**src/hdl/epsd_regs.svh**
```systemverilog
// Constants for the external-port slave and handshake DMA channel.
// Assumes inclusion by bare name from the design file.
`ifndef EPSD_REGS_SVH
`define EPSD_REGS_SVH
`define EPSD_FIFO_DEPTH 6
`define EPSD_WORD_WIDTH 32
`define EPSD_REQ_MAX 3'h7
`define EPSD_REQ_ZERO 3'h0
`define EPSD_REQ_ONE 3'h1
`define EPSD_BANK_IDLE 4'hf
`define EPSD_BANK_ACTIVE 4'he
`define EPSD_SYNC_STAGES 2
`endif

```
**src/hdl/epsd_pkg.sv**
```systemverilog
// Types for the external-port slave and handshake DMA channel.
// Assumes the constants header is available on the include path.
package epsd_pkg;
  typedef enum logic [1:0] {
    EPSD_MODE_SLAVE,
    EPSD_MODE_HANDSHAKE,
    EPSD_MODE_EXT_HANDSHAKE,
    EPSD_MODE_OTHER
  } epsd_mode_t;
  typedef enum logic [1:0] {
    EPSD_G_IDLE,
    EPSD_G_ARB,
    EPSD_G_GRANT,
    EPSD_G_RELEASE
  } epsd_gstate_t;
endpackage : epsd_pkg

```
**src/hdl/epsd_dma.sv**
```systemverilog
// External-port DMA channel: port FIFO, slave-mode fill and drain, access stall,
// request synchroniser, pending-request counter, grant sequencing and pipeline.
// Assumes one 100 MHz clock; the request pin is asynchronous, the external strobes arrive synchronous to it.
//
// Operation
// - With all mode bits clear, only outside reads or writes start transfers.
// - FIFO holds six words; outbound slave mode fills it until full.
// - Inbound slave mode issues no internal transfer while FIFO is empty.
// - Slave mode uses only internal index, modifier and count.
// - A complete word in FIFO raises an internal cycle request; grant moves it.
// - Write to full FIFO is stalled on ack or wait-ready until space.
// - Stalling applies only while buffer hang disable is zero.
// - Outbound requests start on enable, drop at full, resume after read.
// - Read of empty FIFO is stalled until internal transfers supply data.
// - Write ack drops only on full; reads after block end are stalled.
// - Request-grant bit with self-initiate clear enables grant handshake; here only while extern mode is also clear.
// - Pair one serves buffer one channel seven; pair two channel eight or six.
// - Bank selects idle in handshake; asserted in external handshake mode.
// - Request falling edge starts access, rising edge completes it.
// - Arbitrate for bus on request, never while FIFO is blocked.
// - Grant low after bus won, held until request seen high.
// - Short request pulse gives short grant and single bus cycle.
// - Three-stage pipeline: request, address and bus arbitration, transfer.
// - Count up to seven requests; grant only as often as counted.
// - More than seven outstanding is undefined; flush clears stored requests.
// - Blocked FIFO delays bus arbitration until DMA service unblocks it.
`timescale 1ns/10ps
`include "epsd_regs.svh"

module epsd_fifo #(
  parameter int WIDTH = `EPSD_WORD_WIDTH,
  parameter int DEPTH = `EPSD_FIFO_DEPTH
) (
  input wire logic ref_clk_in,
  input wire logic rst_b_in,
  input wire logic flush_in,
  input wire logic wr_valid_in,
  output logic wr_ready_out,
  input wire logic [WIDTH-1:0] wr_data_in,
  output logic rd_valid_out,
  input wire logic rd_ready_in,
  output logic [WIDTH-1:0] rd_data_out,
  output logic full_out,
  output logic empty_out,
  output logic [$clog2(DEPTH+1)-1:0] level_out
);
  localparam int AW = (DEPTH > 1) ? $clog2(DEPTH) : 1;
  localparam int CW = $clog2(DEPTH+1);
  localparam logic [AW-1:0] LAST = AW'(DEPTH - 1);
  logic [WIDTH-1:0] mem_reg [DEPTH];
  logic [AW-1:0] wp_reg;
  logic [AW-1:0] rp_reg;
  logic [CW-1:0] cnt_reg;
  logic push;
  logic pop;

  // Handshake terms; full and empty come straight from the word count.
  assign full_out = (cnt_reg == CW'(DEPTH));
  assign empty_out = (cnt_reg == '0);
  assign wr_ready_out = !full_out;
  assign rd_valid_out = !empty_out;
  assign push = wr_valid_in && !full_out;
  assign pop = rd_ready_in && !empty_out;
  assign level_out = cnt_reg;
  assign rd_data_out = mem_reg[rp_reg];

  // Storage array, written only on an accepted push.
  always_ff @(posedge ref_clk_in)
  begin
    if (push)
    begin
      mem_reg[wp_reg] <= wr_data_in;
    end
  end

  // Pointers and occupancy count.
  always_ff @(posedge ref_clk_in or negedge rst_b_in)
  begin
    if (!rst_b_in)
    begin
      wp_reg <= '0;
      rp_reg <= '0;
      cnt_reg <= '0;
    end
    else if (flush_in)
    begin
      wp_reg <= '0;
      rp_reg <= '0;
      cnt_reg <= '0;
    end
    else
    begin
      if (push)
      begin
        wp_reg <= (wp_reg == LAST) ? '0 : wp_reg + 1'b1;
      end
      if (pop)
      begin
        rp_reg <= (rp_reg == LAST) ? '0 : rp_reg + 1'b1;
      end
      if (push && !pop)
      begin
        cnt_reg <= cnt_reg + 1'b1;
      end
      else if (pop && !push)
      begin
        cnt_reg <= cnt_reg - 1'b1;
      end
    end
  end
endmodule : epsd_fifo

module epsd_dma
  import epsd_pkg::*;
#(
  parameter int WIDTH = `EPSD_WORD_WIDTH,
  parameter int DEPTH = `EPSD_FIFO_DEPTH
) (
  input wire logic ref_clk_in,
  input wire logic rst_b_in,
  input wire logic chan_enable_in,
  input wire logic self_initiate_in,
  input wire logic req_grant_mode_bit_in,
  input wire logic extern_mode_in,
  input wire logic transmit_in,
  input wire logic buffer_hang_disable_in,
  input wire logic request_flush_bit_in,
  input wire logic bus_master_in,
  input wire logic bus_won_in,
  output logic bus_request_out,
  output logic int_dma_req_out,
  input wire logic int_dma_grant_in,
  input wire logic [WIDTH-1:0] int_rd_data_in,
  output logic [WIDTH-1:0] int_wr_data_out,
  output logic int_wr_strobe_out,
  input wire logic ext_wr_in,
  input wire logic ext_rd_in,
  input wire logic ext_sync_in,
  input wire logic [WIDTH-1:0] ext_wr_data_in,
  output logic [WIDTH-1:0] ext_rd_data_out,
  output logic ack_out,
  output logic host_wait_ready_out,
  input wire logic req_in_n,
  output logic grant_out_n,
  output logic grant_oe_out,
  output logic [3:0] bank_selects_out,
  output logic fifo_full_out,
  output logic fifo_empty_out,
  output logic [2:0] pending_count_out
);
  epsd_mode_t mode;
  epsd_gstate_t gstate_reg;
  logic [`EPSD_SYNC_STAGES-1:0] req_sync_reg;
  logic req_prev_reg;
  logic req_fall;
  logic [2:0] pend_reg;
  logic pipe_s1_reg;
  logic pipe_s2_reg;
  logic pipe_s3_reg;
  logic [WIDTH-1:0] ext_rd_data_reg;
  logic [WIDTH-1:0] int_wr_data_reg;
  logic int_wr_strobe_reg;
  logic f_wr_valid;
  logic f_wr_ready;
  logic f_rd_valid;
  logic f_rd_ready;
  logic [WIDTH-1:0] f_wr_data;
  logic [WIDTH-1:0] f_rd_data;
  logic f_full;
  logic f_empty;
  logic blocked;
  logic hs_active;
  logic stall;
  logic grant_fire;

  // Mode decode from the three mode bits.
  always_comb
  begin
    mode = EPSD_MODE_OTHER;
    if (!self_initiate_in && !req_grant_mode_bit_in && !extern_mode_in)
    begin
      mode = EPSD_MODE_SLAVE;
    end
    else if (!self_initiate_in && req_grant_mode_bit_in && !extern_mode_in)
    begin
      mode = EPSD_MODE_HANDSHAKE;
    end
    else if (!self_initiate_in && req_grant_mode_bit_in && extern_mode_in)
    begin
      mode = EPSD_MODE_EXT_HANDSHAKE;
    end
  end

  assign hs_active = chan_enable_in && (mode == EPSD_MODE_HANDSHAKE);

  // outbound fills from memory; inbound fills from outside writes.
  assign f_wr_valid = transmit_in ? (int_dma_grant_in && int_dma_req_out) :
                      (ext_wr_in || (hs_active && grant_fire));
  assign f_wr_data = transmit_in ? int_rd_data_in : ext_wr_data_in;
  assign f_rd_ready = transmit_in ? (ext_rd_in || (hs_active && grant_fire)) :
                      (int_dma_grant_in && int_dma_req_out);

  epsd_fifo #(
    .WIDTH(WIDTH),
    .DEPTH(DEPTH)
  ) u_port_fifo (
    .ref_clk_in(ref_clk_in),
    .rst_b_in(rst_b_in),
    .flush_in(!chan_enable_in),
    .wr_valid_in(f_wr_valid),
    .wr_ready_out(f_wr_ready),
    .wr_data_in(f_wr_data),
    .rd_valid_out(f_rd_valid),
    .rd_ready_in(f_rd_ready),
    .rd_data_out(f_rd_data),
    .full_out(f_full),
    .empty_out(f_empty),
    .level_out()
  );

  // internal requests come only from FIFO state, never self-started.
  // inbound asks when a word waits; outbound asks until full.
  assign int_dma_req_out = chan_enable_in && (mode != EPSD_MODE_OTHER) &&
                           (mode != EPSD_MODE_EXT_HANDSHAKE) &&
                           (transmit_in ? f_wr_ready : f_rd_valid);

  // stall writes on full and reads on empty.
  // stalls suppressed by buffer hang disable.
  assign stall = !buffer_hang_disable_in &&
                 ((ext_wr_in && !transmit_in && f_full) ||
                  (ext_rd_in && transmit_in && f_empty));
  assign ack_out = !(stall && ext_sync_in);
  assign host_wait_ready_out = !(stall && !ext_sync_in);
  assign fifo_full_out = f_full;
  assign fifo_empty_out = f_empty;

  // Outbound read data and inbound memory write data are registered.
  always_ff @(posedge ref_clk_in or negedge rst_b_in)
  begin
    if (!rst_b_in)
    begin
      ext_rd_data_reg <= '0;
      int_wr_data_reg <= '0;
      int_wr_strobe_reg <= 1'b0;
    end
    else
    begin
      if (transmit_in && f_rd_ready && f_rd_valid)
      begin
        ext_rd_data_reg <= f_rd_data;
      end
      int_wr_strobe_reg <= !transmit_in && f_rd_ready && f_rd_valid;
      if (!transmit_in && f_rd_ready && f_rd_valid)
      begin
        int_wr_data_reg <= f_rd_data;
      end
    end
  end
  assign ext_rd_data_out = ext_rd_data_reg;
  assign int_wr_data_out = int_wr_data_reg;
  assign int_wr_strobe_out = int_wr_strobe_reg;

  // two-flop synchroniser, then a third flop for edge detection.
  always_ff @(posedge ref_clk_in or negedge rst_b_in)
  begin
    if (!rst_b_in)
    begin
      req_sync_reg <= '1;
      req_prev_reg <= 1'b1;
    end
    else
    begin
      req_sync_reg <= {req_sync_reg[0], req_in_n};
      req_prev_reg <= req_sync_reg[1];
    end
  end

  // falling edge starts an access; the synced high level ends it in GRANT.
  assign req_fall = req_prev_reg && !req_sync_reg[1];

  // blocked is full on an inbound write, empty on an outbound read.
  assign blocked = transmit_in ? f_empty : f_full;
  assign grant_fire = (gstate_reg == EPSD_G_RELEASE);

  // pending counter, saturating at seven, flushed and cleared.
  always_ff @(posedge ref_clk_in or negedge rst_b_in)
  begin
    if (!rst_b_in)
    begin
      pend_reg <= `EPSD_REQ_ZERO;
    end
    else if (!chan_enable_in || request_flush_bit_in)
    begin
      pend_reg <= `EPSD_REQ_ZERO;
    end
    else if (hs_active)
    begin
      if (req_fall && !grant_fire && pend_reg != `EPSD_REQ_MAX)
      begin
        pend_reg <= pend_reg + `EPSD_REQ_ONE;
      end
      else if (grant_fire && !req_fall)
      begin
        pend_reg <= pend_reg - `EPSD_REQ_ONE;
      end
    end
  end
  assign pending_count_out = pend_reg;

  // grant sequencer: arbitrate, drive grant, release on request high.
  always_ff @(posedge ref_clk_in or negedge rst_b_in)
  begin
    if (!rst_b_in)
    begin
      gstate_reg <= EPSD_G_IDLE;
    end
    else if (!hs_active || request_flush_bit_in)
    begin
      gstate_reg <= EPSD_G_IDLE;
    end
    else
    begin
      case (gstate_reg)
        EPSD_G_IDLE:
        begin
          if (pend_reg != `EPSD_REQ_ZERO && pipe_s3_reg && !blocked)
          begin
            gstate_reg <= EPSD_G_ARB;
          end
        end
        EPSD_G_ARB:
        begin
          if (blocked)
          begin
            gstate_reg <= EPSD_G_IDLE;
          end
          else if (bus_master_in || bus_won_in)
          begin
            gstate_reg <= EPSD_G_GRANT;
          end
        end
        EPSD_G_GRANT:
        begin
          if (req_sync_reg[1])
          begin
            gstate_reg <= EPSD_G_RELEASE;
          end
        end
        EPSD_G_RELEASE:
        begin
          gstate_reg <= EPSD_G_IDLE;
        end
        default:
        begin
          gstate_reg <= EPSD_G_IDLE;
        end
      endcase
    end
  end

  always_ff @(posedge ref_clk_in or negedge rst_b_in)
  begin
    if (!rst_b_in)
    begin
      pipe_s1_reg <= 1'b0;
      pipe_s2_reg <= 1'b0;
      pipe_s3_reg <= 1'b0;
    end
    else
    begin
      pipe_s1_reg <= hs_active && pend_reg != `EPSD_REQ_ZERO;
      pipe_s2_reg <= pipe_s1_reg && hs_active;
      pipe_s3_reg <= pipe_s2_reg && hs_active;
    end
  end

  // one channel instance serves one request/grant pair.
  // the bus request is withdrawn in the very cycle that the FIFO blocks.
  assign bus_request_out = (gstate_reg == EPSD_G_ARB) && !bus_master_in && !blocked;
  assign grant_out_n = !(gstate_reg == EPSD_G_GRANT || gstate_reg == EPSD_G_RELEASE);
  assign grant_oe_out = hs_active;

  // bank selects idle except in external handshake mode.
  assign bank_selects_out = (chan_enable_in && mode == EPSD_MODE_EXT_HANDSHAKE &&
                             !req_sync_reg[1]) ? `EPSD_BANK_ACTIVE : `EPSD_BANK_IDLE;
  // rely on the outside party and software.
endmodule : epsd_dma

```
**config.mk**
```make
export PLATFORM = sky130hd
export DESIGN_NAME = epsd_dma
export DESIGN_NICKNAME = d
export VERILOG_FILES = /design/src/hdl/epsd_pkg.sv /design/src/hdl/epsd_dma.sv
export VERILOG_INCLUDE_DIRS = /design/src /design/src/hdl
export SDC_FILE = /design/constraint.sdc
export NUM_CORES = 1
export LEC_CHECK = 0
export BUFFER_PORTS_ARGS = -buffer_cell sky130_fd_sc_hd__buf_4
export CAP_MARGIN = 30
export CORE_MARGIN = 1
export CORE_UTILIZATION = 55
export CTS_CLUSTER_SIZE = 10
export DETAILED_ROUTE_END_ITERATION = 8
export GPL_ROUTABILITY_DRIVEN = 0
export PLACE_DENSITY = 0.84
export SLEW_MARGIN = 10
export SYNTH_ARGS = -nofsm -noshare
export SYNTH_HDL_FRONTEND = slang
export SYNTH_SLANG_ARGS = --single-unit
```
**constraint.sdc**
```tcl
create_clock -name ref_clk_in -period 6.91 [get_ports ref_clk_in]
set_input_delay 1.0365 -clock ref_clk_in [delete_from_list [all_inputs] [get_ports ref_clk_in]]
set_output_delay 1.0365 -clock ref_clk_in [all_outputs]
set_load 0.005 [all_outputs]
```
* Word-level counts from Yosys, hierarchy flattened
Memories as Yosys holds them, arrays and structs flattened.
Index checks and enable logic that the tools add are counted.
** Storage, ports and cells
- Bits in registers :: 85
- Latch bits :: 0
- Bits in writable memories :: 192
- Bits in read-only memories :: 0
- Input port bits :: 80
- Output and inout bits :: 80
- Memories kept :: 1
** Operators by class
- Add/sub/neg operators :: 6
- Multiply operators :: 0
- Divide/modulo/power cells :: 0
- Magnitude comparators :: 0
- Eq/ne operators :: 17
- Shifts and indexed selects :: 0
- Multiplexer cells :: 30
- Bitwise gates (word level) :: 0
- Reduce and logical (&&, ||, !) cells :: 73
** Memories
- u_port_fifo.mem_reg :: words 6, bits a word 32, rd ports 1, clocked after memory_dff 0, write ports 1, RTL line epsd_dma.sv:50 : logic [WIDTH-1:0] mem_reg [DEPTH];
** Operators by type and width (number)
- logical AND 1 bit :: 39
- two-way mux 3 bit :: 13
- two-way mux 32 bit :: 1
- zero test 1 bit :: 20
- two-way mux 2 bit :: 7
- adder 3 x 1 -> 3 bit (second input constant) :: 4
- equality test 3 bit (second input constant) :: 3
- != test 3 bit (second input constant) :: 3
- two-way mux 1 bit :: 8
- one-hot mux 2 bit (4 select lines) :: 1
- logical OR 1 bit :: 7
- equality test 2 bit (second input constant) :: 3
- nonzero test 3 bit :: 2
- subtractor 3 x 1 -> 3 bit (second input constant) :: 2
- equality test 2 x 1 -> 1 bit (second input constant) :: 2
- != test 2 x 1 -> 1 bit (second input constant) :: 2
- != test 2 bit (second input constant) :: 2
- != test 4 bit (second input constant) :: 1
- zero test 3 bit :: 1
- != test 3 x 1 -> 1 bit (second input constant) :: 1
- AND reduction 3 bit :: 1
- zero test 2 bit :: 1
- AND reduction 2 bit :: 1
- nonzero test 2 bit :: 1

* Longest topological paths before layout
- Depth in word-level cells :: 18
- Gate-level depth with buffers :: 10
- Mapped depth without buffers :: 10

* By module
A second synthesis with hierarchy kept.
** Unflattened totals
- Cell total of the unflattened synthesis :: 652
- Area, all modules :: 11384.7 um2
** Modules (own cells, without submodules)
- epsd_fifo :: times used 1, cells each 400, area each 7739.9 um2, seq. area each 5990.7 um2
- epsd_dma :: times used 1, cells each 252, area each 3644.7 um2, seq. area each 1905.6 um2

* Worst setup path after synthesis
OpenSTA, ideal clock, no wires.
- Path kind :: input -> register
- Start point :: input self_initiate_in
- End point :: memory u_port_fifo.mem_reg[2][0] (netlist name), enable pin
- Data arrival time :: 5.108 ns
- Slack :: 1.289 ns
- Cell stages on the path :: 4
- Path buffers :: 0
- Cells stage by stage :: nand4bb_4 > o21ai_1 > nand2_1 > nor4b_1
** On the way
- Word-level cells in the longest chain between the ends :: 15
- Elaborated cells between the ends (all ways) :: 23
- Those cells by class :: 3 x eq/ne; 6 x mux; 14 x reduce/logical
** RTL lines
- start, declared :: RTL line epsd_dma.sv:122 : input wire logic self_initiate_in,
- zero test 1 bit (*) :: RTL line epsd_dma.sv:180, epsd_dma.sv:184, epsd_dma.sv:188
- logical AND 1 bit :: RTL line epsd_dma.sv:184, epsd_dma.sv:188
- logical AND 1 bit :: RTL line epsd_dma.sv:188 : else if (!self_initiate_in && req_grant_mode_bit_in && extern_mode_in)
- two-way mux 1 bit :: RTL line epsd_dma.sv:188
- two-way mux 2 bit :: RTL line epsd_dma.sv:184 : else if (!self_initiate_in && req_grant_mode_bit_in && !extern_mode_in)
- two-way mux 2 bit (*) :: RTL line epsd_dma.sv:180 : if (!self_initiate_in && !req_grant_mode_bit_in && !extern_mode_in)
- != test 2 bit :: RTL line epsd_dma.sv:223 : assign int_dma_req_out = chan_enable_in && (mode != EPSD_MODE_OTHER) &&
- logical AND 1 bit (2 in series) :: RTL line epsd_dma.sv:223
- logical AND 1 bit :: RTL line epsd_dma.sv:224 : (mode != EPSD_MODE_EXT_HANDSHAKE) &&
- logical AND 1 bit :: RTL line epsd_dma.sv:197 : assign f_wr_valid = transmit_in ? (int_dma_grant_in && int_dma_req_out) :
- two-way mux 1 bit (*) :: RTL line epsd_dma.sv:197
- logical AND 1 bit (*) :: RTL line epsd_dma.sv:62 : assign push = wr_valid_in && !full_out;
- two-way mux 1 bit (*) :: RTL line epsd_dma.sv:70 : if (push)
- two-way mux 1 bit (implied by the code) (*) :: RTL line epsd_dma.sv:72 : mem_reg[wp_reg] <= wr_data_in;
- end, declared :: RTL line epsd_dma.sv:50
Mark *: on every way between the ends. The rest lies on a longest branch, timed or not.

* Worst setup path in the final report
- Start point :: input transmit_in
- End point :: output int_dma_req_out
** On the way
- Word-level cells in the longest chain between the ends :: 2
** RTL lines
- start, declared :: RTL line epsd_dma.sv:125 : input wire logic transmit_in,
- two-way mux 1 bit :: RTL line epsd_dma.sv:225 : (transmit_in ? f_wr_ready : f_rd_valid);
- logical AND 1 bit :: RTL line epsd_dma.sv:224
- end, declared :: RTL line epsd_dma.sv:131 : output logic int_dma_req_out,
Every way passes these cells.

==> impl_results.md <==
- CTS tree: built
- Fmax: 285 MHz
- Die Footprint: between 20,000 and 25,000 sq um
- CTS H-Tree Depth: 1
- DR iter-0 viols: 424
- Die width: 144 um
- HPWL after DPL: ~14,000 um
- Seq pwr share: 47.4%
- Worst Setup End Kind: output port
- Slew Viols, Final: 0
- Worst hold slack: 0.354 ns
- Initial Util: about 57%
- YS warnings: 0
- Commonest cells post-synth: edfxtp_1, nand2_1, o21ai_0, dfrtp_1, mux2i_1
- Clock Latency Late Sink: ~0.54 ns
- Total area of sequential cells: approximately 7900 sq um
- Register area share after synthesis: a little under three quarters
- Outcome: finished clean
- Hold Crit Class: register to register
- Clk_skew: 0.0100 ns
- Multi-input logic area: 3040 sq um
- Critical Path RT: 5.87 ns
- Port bufs: about 160
- Sum Neg Setup Slack: 0 ns
- Final total power: around 4600 uW
- Share of cells above drive strength 1: a little under a third
- Area of the core: around 20,000 sq um
- DR pass1 iterations: 5
- Worst-Margin Slew: slightly above 0.8 ns
- EDFF count, synth: between 150 and 200
- Worst Setup Start Kind: primary input
- Leak pwr: around 0.0050 uW
- Detailed Route WL: 23,000 um
- P_int: between 3000 and 4000 uW
- Clk buf depth: 3
- Post-Synthesis Cells: roughly 710
- Max reg flops: between 150 and 200
- Synth area leader: edfxtp_1
- Global Route Usage Sum: around 23%
- First-pass GRT wire length: between 30,000 and 40,000 um
- Routed vias/inst: about 5.7
- CTS clk-pin slew, worst paths: roughly 0.05 ns
- TritonCTS Buffers: 31
- Final period utilization: 50.8%
- Largest net degree at the start of global routing: between 60 and 70
- Post-Syn Area: 11,100 sq um
- DR vias: 6,588
- Hold buffer count at CTS: 0
- Share of synthesized registers carrying an async set or reset: 30.7%
- Core Util, Final: roughly 69%
- Combinational Power Share: about 22%
- Post-CTS Resized: 0
- DRT antenna net count: 0
- Critical path fanouts, max: approximately 40
- Cell Pwr Density: about 340 nW/um^2
- Final setup fails: 0
- CTS Root Cell: clkbuf_16
- Post-CTS Setup Inserts: 0
- ANT cells: 0
- Fin. Hold Viols: 0
- Nets: roughly 960
- RSZ-0062 raised after global routing: no
- Post-synth cell types: 51
- Psw: between 1000 and 1500 uW
- I/O Pins: 160
- WS Path Type: primary input to output port
- Initial antenna violation count: 0
- Fill count: 1,265
- Yosys reg bits: around 280
- Peak supply drop: 263 uV
- Residual DRC: 0
- Mean Syn Cell Area: roughly 16 sq um
- Net Sw Frac: about a quarter
- Synth Flop Type: edfxtp_1
- Mean routed wirelength per cell: just under 20 um
- Maxcap violations: 0
- FP Rows: 51
- Clock period minus worst slack: 3.51 ns
- Grt ovf: 0
- Arr. time, crit path: ~2.5 ns
- Most frequent cell after synthesis: edfxtp_1
- Chip height: between 100 and 150 um
- Vias in the first global route: between 6,000 and 7,000
- Worst rel slew slack: between 40% and 50%
- Synth-to-layout area growth: 21.6%
- Synth top area cells: edfxtp_1, dfrtp_1, mux4_2
- Clock power share: roughly 31%
- CTS sink count: 277
- Share of the synthesized area in the top cell type: approximately 52%
## layer usage
metal	part of all wire, %	routed length (um)	track usage [%]
met1	42	9550	30.5
met2	50	11400	38.7
met3	6.6	1510	3.77
met5	0	0	0
met4	2.3	535	7.17
## worst paths after layout
kind | from | to | slack (ns) | cells past startpoint
worst min-delay path | req_sync_reg[0]$_DFF_PN1_ | req_sync_reg[1]$_DFF_PN1_ | 0.35 | 0
worst max-delay path | transmit_in | int_dma_req_out | 3.40 | 6
min in group asynchronous | rst_b_in | gstate_reg[0]$_DFFE_PN0P_ | 0.46 | 1
max in group asynchronous | rst_b_in | ext_rd_data_out[4]$_DFFE_PN0P_ | 5.84 | 2
worst max register to register | u_port_fifo.rp_reg[0]$_DFFE_PN0P_ | int_wr_data_out[12]$_DFFE_PN0P_ | 3.99 | 4
worst min register to register | req_sync_reg[0]$_DFF_PN1_ | req_sync_reg[1]$_DFF_PN1_ | 0.35 | 0
## cells in the final DEF (no fill, tap or decap), types with 11 or more instances in the layout
cell type and instances:
edfxtp_1 192, mux2_2 32, nor2_1 11, mux2i_1 38, mux4_2 32, nand2_1 107
clkbuf_16 31, dfrtp_1 80, o21ai_0 97, clkbuf_1 23, buf_4 165
## power by group through the flow
stage          clock network (uW)  logic, uW  registers (uW)
2_1_floorplan                   0        549            2140
3_3_place_gp                    0        936            2170
3_5_place_dp                    0        975            2180
4_1_cts                      1440        989            2160
5_1_grt                      1510       1080            2180
6_report                     1420        978            2160
## worst max-delay path, cell delays in order
cell and delay (ns):
buf_4 0.49, inv_1 0.29, nor2_1 0.16, a21oi_1 0.05
nor4b_1 0.27, buf_4 0.16
## area by class of cell
type	count	area share, %
Sequential cell	277	58.6
Clock buffer	54	6.39
Tap cell	265	2.46
Clock inverter	2	0.102
Multi-Input combinational cell	391	22.5
Timing Repair Buffer	168	9.74
Inverter	7	0.204
## through the flow
step / setup slack [ns] / instance area (sq um) / instances
2_1_floorplan: 1.29 / 11100 / 716
3_3_place_gp: 3.47 / 12500 / 1105
3_5_place_dp: 3.44 / 12600 / 1108
4_1_cts: 3.41 / 13500 / 1164
5_1_grt: 3.24 / 13500 / 1164
6_report: 3.40 / 13500 / 1164
## kinds of logic (layout without fill, tap and decap cells)
family                   after synthesis  count (layout)  share of synthesized area [%]
AND/OR/NAND/NOR                      164             164                           7.18
multiplexers                         102             102                           13.2
adder cells (fa/ha/maj)                2               2                          0.361
flip-flops                           277             277                           71.2
buffers and inverters                 48             231                           1.90
AO/OA/AOI/OAI                        116             116                           5.74
other                                  1               3                         0.0338
XOR/XNOR                               4               4                          0.384
No activity file was read; power rests on OpenSTA's default activity.
